<file path="config.mk">
export PLATFORM = sky130hd
export DESIGN_NAME = mbp_host
export DESIGN_NICKNAME = d
export VERILOG_FILES = /design/src/hw/mbp_pkg.sv /design/src/hw/mbp_host.sv /design/src/hw/mbp_sync.sv
export VERILOG_INCLUDE_DIRS = /design/src /design/src/hw
export SDC_FILE = /design/constraint.sdc
export NUM_CORES = 1
export LEC_CHECK = 0
export ABC_AREA = 0
export BUFFER_PORTS_ARGS = -buffer_cell sky130_fd_sc_hd__buf_2
export CORE_MARGIN = 2
export CORE_UTILIZATION = 46
export DETAILED_ROUTE_END_ITERATION = 6
export PLACE_DENSITY = 0.77
export SLEW_MARGIN = 30
export SYNTH_ARGS = -nofsm -noshare
export SYNTH_HDL_FRONTEND = slang
export SYNTH_SLANG_ARGS = --single-unit
</file>
<file path="constraint.sdc">
create_clock -name i_mclk -period 2.12 [get_ports i_mclk]
set_clock_uncertainty 0.2 [all_clocks]
set_input_delay 0 -clock i_mclk [delete_from_list [all_inputs] [get_ports i_mclk]]
set_output_delay 0 -clock i_mclk [all_outputs]
set_load 0.02 [all_outputs]
</file>
<file path="src/hw/mbp_regs.svh">
`ifndef MBP_REGS_SVH
`define MBP_REGS_SVH

// ----------------------------------------------------------------
// Clock and bus timing
// ----------------------------------------------------------------
// Local clock period in ns (40 MHz)
`define MBP_CLK_NS        25
// Least width of the address latch strobe, ns
`define MBP_T_ALE_NS      50
// Least address hold after the strobe's trailing edge, ns
`define MBP_T_HOLD_NS     25
// Least device access time under a read or write strobe, ns
`define MBP_T_ACC_NS      150
// Least recovery with data held after the strobe ends, ns
`define MBP_T_REC_NS      25
// Stages of the pin synchroniser, added to the strobe length
`define MBP_SYNC_STAGES   2

// Cycle counts, least times rounded up to whole cycles
`define MBP_ALE_CYC  ((`MBP_T_ALE_NS + `MBP_CLK_NS - 1) / `MBP_CLK_NS)
`define MBP_HOLD_CYC ((`MBP_T_HOLD_NS + `MBP_CLK_NS - 1) / `MBP_CLK_NS)
`define MBP_ACC_CYC  ((`MBP_T_ACC_NS + `MBP_CLK_NS - 1) / `MBP_CLK_NS)
`define MBP_REC_CYC  ((`MBP_T_REC_NS + `MBP_CLK_NS - 1) / `MBP_CLK_NS)
`define MBP_STB_CYC  (`MBP_ACC_CYC + `MBP_SYNC_STAGES)

// ----------------------------------------------------------------
// Field positions of the 20-bit host address
// ----------------------------------------------------------------
`define MBP_ADDR_LO_MSB   7
`define MBP_ADDR_HI_LSB   8
`define MBP_ADDR_HI_MSB   15
`define MBP_ADDR_EXT_LSB  16
`define MBP_ADDR_EXT_MSB  18
`define MBP_ADDR_TOP_BIT  19

`endif

</file>
<file path="src/hw/mbp_pkg.sv">
// ----------------------------------------------------------------
// Types shared by the bus port controller
// ----------------------------------------------------------------
package mbp_pkg;

    // Bus configuration of the attached device
    typedef enum logic [1:0] {
        MBP_MUX8,
        MBP_MUX16,
        MBP_NMUX8,
        MBP_NMUX16
    } mbp_mode_type;

    // Phases of one bus cycle
    typedef enum logic [2:0] {
        MBP_ST_IDLE,
        MBP_ST_ADDR,
        MBP_ST_LATCH,
        MBP_ST_STROBE,
        MBP_ST_RECOVER
    } mbp_state_type;

endpackage

</file>
<file path="src/hw/mbp_host.sv">
// What this block does
// - Non-mux 8-bit: data on first port
// - Non-mux 16-bit: high byte second port
// - Wide host: A16-18 third port, A19 top
// - Odd mux host wired non-mux, strobe kept
`include "mbp_regs.svh"
`timescale 1ns/1ps
`default_nettype none

module mbp_host #(
    parameter int ALE_CYC  = `MBP_ALE_CYC,   // Strobe width in cycles
    parameter int HOLD_CYC = `MBP_HOLD_CYC,  // Address hold in cycles
    parameter int STB_CYC  = `MBP_STB_CYC,   // Read/write strobe in cycles
    parameter int REC_CYC  = `MBP_REC_CYC    // Recovery in cycles
) (
    input  wire logic                i_mclk,
    input  wire logic                i_reset_n,
    // User side
    input  wire logic                i_req,
    input  wire logic                i_write,
    input  wire logic [19:0]         i_addr,
    input  wire logic [15:0]         i_wdata,
    input  wire logic                i_byte_hi,
    input  wire mbp_pkg::mbp_mode_type i_mode,
    input  wire logic                i_ale_pol,
    input  wire logic                i_rw_style,
    output var  logic                o_busy,
    output var  logic                o_done,
    output var  logic [15:0]         o_rdata,
    // Device pins
    output var  logic                o_address_latch_strobe,
    output var  logic                o_read_strobe_n,
    output var  logic                o_write_ctl,
    output var  logic                o_byte_high_enable_n,
    output var  logic                o_top_address_or_select,
    output var  logic [2:0]          o_third_port_pins,
    input  wire logic [7:0]          i_low_addr_data_lines,
    output var  logic [7:0]          o_low_addr_data_lines,
    output var  logic                o_low_addr_data_oe_n,
    input  wire logic [7:0]          i_high_addr_data_lines,
    output var  logic [7:0]          o_high_addr_data_lines,
    output var  logic                o_high_addr_data_oe_n,
    input  wire logic [7:0]          i_first_port_pins,
    output var  logic [7:0]          o_first_port_pins,
    output var  logic                o_first_port_oe_n,
    input  wire logic [7:0]          i_second_port_pins,
    output var  logic [7:0]          o_second_port_pins,
    output var  logic                o_second_port_oe_n
);

    // ------------------------------------------------------------
    // Elaboration checks
    // ------------------------------------------------------------
    // The phase counter is four bits wide
    if (ALE_CYC < 1 || ALE_CYC > 15 || HOLD_CYC < 1 || HOLD_CYC > 15 ||
        STB_CYC < 3 || STB_CYC > 15 || REC_CYC < 1 || REC_CYC > 15) begin : g_bad
        $error("mbp_host: phase counts must fit 1..15, strobe at least 3");
    end

    // ------------------------------------------------------------
    // Request and phase state
    // ------------------------------------------------------------
    mbp_pkg::mbp_state_type state_reg, state_next;  // Bus cycle phase
    mbp_pkg::mbp_mode_type  mode_reg, mode_next;    // Mode held per cycle
    logic [3:0]  cnt_reg, cnt_next;                 // Phase counter
    logic [19:0] addr_reg, addr_next;               // Held address
    logic [15:0] wdata_reg, wdata_next;             // Held write data
    logic        write_reg, write_next;             // Direction held
    logic        hi_reg, hi_next;                   // High byte wanted
    logic        pol_reg, pol_next;                 // Latch strobe polarity
    logic        rws_reg, rws_next;                 // Read/write select style
    logic [7:0]  lo_sync, hi_sync, pa_sync, pb_sync;  // Synchronised pins

    // ------------------------------------------------------------
    // Pin input synchronisers
    // ------------------------------------------------------------
    mbp_sync #(.WIDTH(8)) u_sync_lo (
        .i_mclk    (i_mclk),
        .i_reset_n (i_reset_n),
        .i_async   (i_low_addr_data_lines),
        .o_sync    (lo_sync)
    );
    mbp_sync #(.WIDTH(8)) u_sync_hi (
        .i_mclk    (i_mclk),
        .i_reset_n (i_reset_n),
        .i_async   (i_high_addr_data_lines),
        .o_sync    (hi_sync)
    );
    mbp_sync #(.WIDTH(8)) u_sync_pa (
        .i_mclk    (i_mclk),
        .i_reset_n (i_reset_n),
        .i_async   (i_first_port_pins),
        .o_sync    (pa_sync)
    );
    mbp_sync #(.WIDTH(8)) u_sync_pb (
        .i_mclk    (i_mclk),
        .i_reset_n (i_reset_n),
        .i_async   (i_second_port_pins),
        .o_sync    (pb_sync)
    );

    // ------------------------------------------------------------
    // Decode of the current and next phase
    // ------------------------------------------------------------
    wire logic cnt_zero = (cnt_reg == 4'h0);
    wire logic take     = (state_reg == mbp_pkg::MBP_ST_IDLE) && i_req;
    wire logic sample   = (state_reg == mbp_pkg::MBP_ST_STROBE) && cnt_zero && !write_reg;
    wire logic finish   = (state_reg == mbp_pkg::MBP_ST_RECOVER) && cnt_zero;
    wire logic n_busy   = (state_next != mbp_pkg::MBP_ST_IDLE);
    wire logic n_ale    = (state_next == mbp_pkg::MBP_ST_ADDR);
    wire logic n_strobe = (state_next == mbp_pkg::MBP_ST_STROBE);
    wire logic n_data   = n_strobe || (state_next == mbp_pkg::MBP_ST_RECOVER);
    wire logic n_mux    = (mode_next == mbp_pkg::MBP_MUX8) ||
                          (mode_next == mbp_pkg::MBP_MUX16);
    wire logic n_mux16  = (mode_next == mbp_pkg::MBP_MUX16);
    wire logic n_nmux16 = (mode_next == mbp_pkg::MBP_NMUX16);
    wire logic n_wide   = n_mux16 || n_nmux16;
    // Mux data phase puts write data on the shared lines
    wire logic lo_data  = n_mux && n_data;
    wire logic hi_data  = n_mux16 && n_data;
    // The host lets go of lines the device answers on
    wire logic lo_rel   = !n_busy || (lo_data && !write_next);
    wire logic hi_rel   = !n_busy || (hi_data && !write_next);
    wire logic pa_drv   = !n_mux && n_data && write_next;
    wire logic pb_drv   = n_nmux16 && n_data && write_next && hi_next;
    // Trailing edge of the strobe is the leave of the address phase
    wire logic ale_pin  = pol_next ? n_ale : !n_ale;
    wire logic wr_pin   = rws_next ? !(n_busy && write_next) :
                                     !(n_strobe && write_next);
    wire logic rd_pin   = rws_next ? !n_strobe : !(n_strobe && !write_next);
    wire logic [15:0] rd_word = {
        n_mux16 ? hi_sync : (n_nmux16 ? pb_sync : 8'h00),
        n_mux ? lo_sync : pa_sync};

    // ------------------------------------------------------------
    // Phase sequencing
    // ------------------------------------------------------------
    // Each phase loads its length, counts to zero, then moves on
    always_comb begin
        state_next = state_reg;
        cnt_next   = cnt_zero ? 4'h0 : cnt_reg - 4'h1;
        case (state_reg)
            mbp_pkg::MBP_ST_IDLE: begin
                if (i_req) begin
                    state_next = mbp_pkg::MBP_ST_ADDR;
                    cnt_next   = 4'(ALE_CYC - 1);
                end
            end
            mbp_pkg::MBP_ST_ADDR: begin
                // Strobe stays asserted in every mode, even non-mux
                if (cnt_zero) begin
                    state_next = mbp_pkg::MBP_ST_LATCH;
                    cnt_next   = 4'(HOLD_CYC - 1);
                end
            end
            mbp_pkg::MBP_ST_LATCH: begin
                // Address held past the trailing edge
                if (cnt_zero) begin
                    state_next = mbp_pkg::MBP_ST_STROBE;
                    cnt_next   = 4'(STB_CYC - 1);
                end
            end
            mbp_pkg::MBP_ST_STROBE: begin
                if (cnt_zero) begin
                    state_next = mbp_pkg::MBP_ST_RECOVER;
                    cnt_next   = 4'(REC_CYC - 1);
                end
            end
            mbp_pkg::MBP_ST_RECOVER: begin
                if (cnt_zero) begin
                    state_next = mbp_pkg::MBP_ST_IDLE;
                end
            end
            default: begin
                state_next = mbp_pkg::MBP_ST_IDLE;
                cnt_next   = 4'h0;
            end
        endcase
    end

    // Request fields are captured once so a cycle never changes mid-way
    assign mode_next  = take ? i_mode    : mode_reg;
    assign addr_next  = take ? i_addr    : addr_reg;
    assign wdata_next = take ? i_wdata   : wdata_reg;
    assign write_next = take ? i_write   : write_reg;
    assign hi_next    = take ? i_byte_hi : hi_reg;
    assign pol_next   = take ? i_ale_pol : pol_reg;
    assign rws_next   = take ? i_rw_style : rws_reg;

    // ------------------------------------------------------------
    // State registers
    // ------------------------------------------------------------
    always_ff @(posedge i_mclk) begin
        if (!i_reset_n) begin
            state_reg <= mbp_pkg::MBP_ST_IDLE;
            mode_reg  <= mbp_pkg::MBP_MUX8;
            cnt_reg   <= 4'h0;
            addr_reg  <= 20'h00000;
            wdata_reg <= 16'h0000;
            write_reg <= 1'b0;
            hi_reg    <= 1'b0;
            pol_reg   <= 1'b1;
            rws_reg   <= 1'b0;
        end else begin
            state_reg <= state_next;
            mode_reg  <= mode_next;
            cnt_reg   <= cnt_next;
            addr_reg  <= addr_next;
            wdata_reg <= wdata_next;
            write_reg <= write_next;
            hi_reg    <= hi_next;
            pol_reg   <= pol_next;
            rws_reg   <= rws_next;
        end
    end

    // ------------------------------------------------------------
    // Registered pin and user outputs
    // ------------------------------------------------------------
    // Every output is a flop; strobes idle inactive, lines idle released
    always_ff @(posedge i_mclk) begin
        if (!i_reset_n) begin
            o_busy                  <= 1'b0;
            o_done                  <= 1'b0;
            o_rdata                 <= 16'h0000;
            o_address_latch_strobe  <= 1'b0;
            o_read_strobe_n         <= 1'b1;
            o_write_ctl             <= 1'b1;
            o_byte_high_enable_n    <= 1'b1;
            o_top_address_or_select <= 1'b0;
            o_third_port_pins       <= 3'h0;
            o_low_addr_data_lines   <= 8'h00;
            o_low_addr_data_oe_n    <= 1'b1;
            o_high_addr_data_lines  <= 8'h00;
            o_high_addr_data_oe_n   <= 1'b1;
            o_first_port_pins       <= 8'h00;
            o_first_port_oe_n       <= 1'b1;
            o_second_port_pins      <= 8'h00;
            o_second_port_oe_n      <= 1'b1;
        end else begin
            o_busy                  <= n_busy;
            o_done                  <= finish;
            o_rdata                 <= sample ? rd_word : o_rdata;
            o_address_latch_strobe  <= ale_pin;
            o_read_strobe_n         <= rd_pin;
            o_write_ctl             <= wr_pin;
            o_byte_high_enable_n    <= !(n_busy && n_wide && hi_next);
            o_top_address_or_select <= addr_next[`MBP_ADDR_TOP_BIT];
            // Third port always carries address bits into the decoder
            o_third_port_pins <= addr_next[`MBP_ADDR_EXT_MSB:`MBP_ADDR_EXT_LSB];
            o_low_addr_data_lines   <= lo_data ? wdata_next[7:0] :
                                       addr_next[`MBP_ADDR_LO_MSB:0];
            o_low_addr_data_oe_n    <= lo_rel;
            o_high_addr_data_lines  <= hi_data ? wdata_next[15:8] :
                                addr_next[`MBP_ADDR_HI_MSB:`MBP_ADDR_HI_LSB];
            o_high_addr_data_oe_n   <= hi_rel;
            o_first_port_pins       <= wdata_next[7:0];
            o_first_port_oe_n       <= !pa_drv;
            // Second port stays released otherwise: device owns it as I/O or selects
            o_second_port_pins      <= wdata_next[15:8];
            o_second_port_oe_n      <= !pb_drv;
        end
    end

    // ------------------------------------------------------------
    // Assertions
    // ------------------------------------------------------------
    wire logic a_mux   = (mode_reg == mbp_pkg::MBP_MUX8) || (mode_reg == mbp_pkg::MBP_MUX16);
    wire logic a_stb   = (state_reg == mbp_pkg::MBP_ST_STROBE);
    wire logic a_ale   = (o_address_latch_strobe == pol_reg);
endmodule

`default_nettype wire

</file>
<file path="src/hw/mbp_sync.sv">
`timescale 1ns/1ps
`default_nettype none

// ----------------------------------------------------------------
// Two-stage synchroniser for pin inputs
// ----------------------------------------------------------------
module mbp_sync #(
    parameter int WIDTH = 8
) (
    input  wire logic             i_mclk,
    input  wire logic             i_reset_n,
    input  wire logic [WIDTH-1:0] i_async,
    output var  logic [WIDTH-1:0] o_sync
);

    logic [WIDTH-1:0] meta_reg;  // First stage, read only by the second

    // Refuse a width that makes no bus
    if (WIDTH < 1) begin : g_bad_width
        $error("mbp_sync: WIDTH must be at least 1");
    end

    // Both stages clear on reset so reads never see stale pins
    always_ff @(posedge i_mclk) begin
        if (!i_reset_n) begin
            meta_reg <= '0;
            o_sync   <= '0;
        end else begin
            meta_reg <= i_async;
            o_sync   <= meta_reg;
        end
    end

endmodule

`default_nettype wire

</file>
==> reports/results.tsv <==
metric	value	unit
run_status	finished clean	
wire_per_inst	14.8	um
syn-num-nets	580	
report.final.slew_viol_count	0	
final_util	72.4	%
nFillCells	737	
num-nets-final	846	
synth_top_family_by_area	simple AND/OR/NAND/NOR gates	
synthTopCellsByCount	155 x dfxtp_1, 95 x nand2_1, 65 x and2_1, 41 x a21oi_1, 19 x clkbuf_1	
fin_crit	2.07	ns
die_h	110	um
internal_power	0.00612	W
synth_edf_count	0	
globalRoute.totalOverflow	0	
design.core.area	10900	um2
viasPerCell	4.81	
pwr-share-clk	31.5	%
ys_top_cells_by_area	dfxtp_1 60%, and2_1 7.9%, nand2_1 6.9%, a21oi_1 4.0%, mux2_2 3.9%	
irDropWorstVdd	0.000691	V
grt_first_pass_wirelength	20700	um
vias	4439	
synth_flop_cell	dfxtp_1	
setup_violations	0	
synth-seq-cells	155	
tns	0	ns
crit_slowest_cell	or4b_4	
ys_seq_area_share	60.2	%
cp-end-kind	flip-flop	
drive_gt1_share	28.6	%
clock_latency	0.52	ns
grtUsageTotal	22.7	%
synthCells	503	
slowest_delay	0.56	ns
synth_xor_area_share	0.680	%
clock_path_buffers	2	
synth_most_common_cell	dfxtp_1	
holdPathStages	3	
drc	0	
worstMarginPinSlew	0.603	ns
gp_congestion	0.869	
grt_max_degree	77	
drt_wl_total	13700	um
ant_nets	0	
period_share	97.5	%
dr.pass1.iters	4	
htree_levels	4	
hold_violations	0	
leakage	3.51	nW
p_switching	0.00284	W
crit_chain	buf_4 -> or4b_4 -> buf_12 -> nand2_1 -> a21oi_1 -> mux2_2	
fmax	0.484	GHz
reg2reg_slack	0.05	ns
clkSinkCount	155	
io_pins	139	
die_w	110	um
power_frac_seq	39.2	%
fin_ws	0.0524	ns
totalPowerFinal	0.00896	W
dieArea	12100	um2
synth.area.mux_share	6.70	%
num_rows	38	
ys_async_sr_fraction	0	%
cp_max_fo	38	
startpoint_type	flip-flop	
yosysUniqueCellTypes	44	
grt_pass1_vias	4367	
dpl.cell_count	769	
reg2reg_depth	6	
root_buffer	clkbuf_8	
yosysTopAreaCell	dfxtp_1	
synth-simple-area-share	19.5	%
syn-cell-area	5150	um2
port_buffers	138	
yosys_warnings	0	
hpwl	7400	um
diodes	0	
crit_type	flip-flop to flip-flop	
path_clk_slew	0.07	ns
synthAdderAreaFrac	0	%
largest_register_ff_count	20	
netlist.area_leader.share	60.2	%
cts_tree	yes	
hold_class	input port to flip-flop	
pwr-share-comb	29.3	%
p_sw_share	31.7	%
antenna_found_initial	0	
syn_avg_cell_area	10.2	um2
powerDensity	1140	nW/um2
critPathRequiredTime	2.32	ns
slew_headroom	59.7	%
dp_worst_setup_slack	-0.0516	ns
numCtsBuffers	17	
stdcell_count	922	
cp_data_arrival_time	2.27	ns
initial_core_util	47.3	%
maxCapViolations	0	
drtIter0Drc	213	
areaGrowthSynthToFinish	53.0	%
synth-compound-area-share	9.81	%
cells in the final DEF, fill, tap and decap left out, drive strengths merged:
cell type      n
nor4b          1
buf          161
a31oi          8
nor2b          4
clkinv         4
and2          65
nor3           6
xnor2          2
dlygate4sd3  118
nand3          2
o32a           2
o31ai          1
xor2           2
inv            6
a21oi         42
or3b           1
nand2         95
nor2          12
nand3b         2
or4b           2
dfxtp        155
clkbuf        20
o22ai          1
or4            1
nand4b         1
nand2b         2
a2111oi        1
nor4           2
a211oi         4
mux2          19
o2bb2ai        8
a21o           3
nor3b          1
o311ai         1
bufinv         1
clkinvlp       4
mux2i         12
o21ai          9
a222oi         1
layout make-up:
| type | instances | area (um2) | area share (%) |
|---|---|---|---|
| Clock buffer | 20 | 445 | 5.65 |
| Clock inverter | 12 | 114 | 1.44 |
| Inverter | 3 | 11.3 | 0.143 |
| Multi-Input combinational cell | 313 | 1920 | 24.4 |
| Sequential cell | 155 | 3100 | 39.4 |
| Tap cell | 140 | 175 | 2.22 |
| Timing Repair Buffer | 279 | 2110 | 26.8 |
cell families after synthesis:
group                     count (synthesis)
DFF                                     155
AOI/OAI and AO/OA                        81
muxes                                    31
and+or+nand+nor                         197
xor gates and xnor gates                  4
buffers and inverters                    35
power by group through the flow:
stage                     clock (W)  sequential [W]  combinational, W
final                       0.00282         0.00351           0.00262
after global routing        0.00302         0.00355           0.00284
after CTS                   0.00287         0.00350           0.00252
after detailed placement          0         0.00356           0.00234
after global placement            0         0.00354           0.00228
after floorplan                   0         0.00377           0.00131
stage by stage:
stage,hold WS [ns],cell area [um2]
3_5_place_dp,0.00810,6090
4_1_cts,0.0127,7830
6_report,0.0511,7890
3_3_place_gp,0.00438,6090
2_1_floorplan,-0.0783,5150
5_1_grt,0.0327,7890
critical path: cells and delay by family (launching register included):
kind | cells | cell delay [ns]
compound gates | 1 | 0.10
buf+inv | 2 | 0.38
mux | 1 | 0.28
flops | 1 | 0.34
simple gates | 2 | 0.64
timing repair:
action,CTS,global route
gates resized for setup,1,7
hold buffers,118,0
endpoints found under the setup margin,8,30
gates cloned,0,0
setup buffers,0,3
pin swaps,0,2
endpoints found under the hold margin,152,0
routing by layer:
layer / vias up / global-route usage, % / part of all wire [%]
met4: 0 / 8.05 / 1.4
met1: 2055 / 23.1 / 40
li1: 2203 / - / -
met3: 19 / 6.88 / 5.9
met5: - / 0 / 0
met2: 162 / 43.4 / 53
path summary, 6_finish.rpt:
path | start | end
setup / recovery | state_reg[1]$_SDFF_PN0_ | o_high_addr_data_lines[4]$_SDFF_PN0_
hold / removal | i_high_addr_data_lines[3] | u_sync_hi.meta_reg[3]$_SDFF_PN0_
setup reg to reg | state_reg[1]$_SDFF_PN0_ | o_high_addr_data_lines[4]$_SDFF_PN0_
hold reg to reg | u_sync_hi.meta_reg[4]$_SDFF_PN0_ | u_sync_hi.o_sync[4]$_SDFF_PN0_
Note: power is estimated with default switching activity, not from simulation.
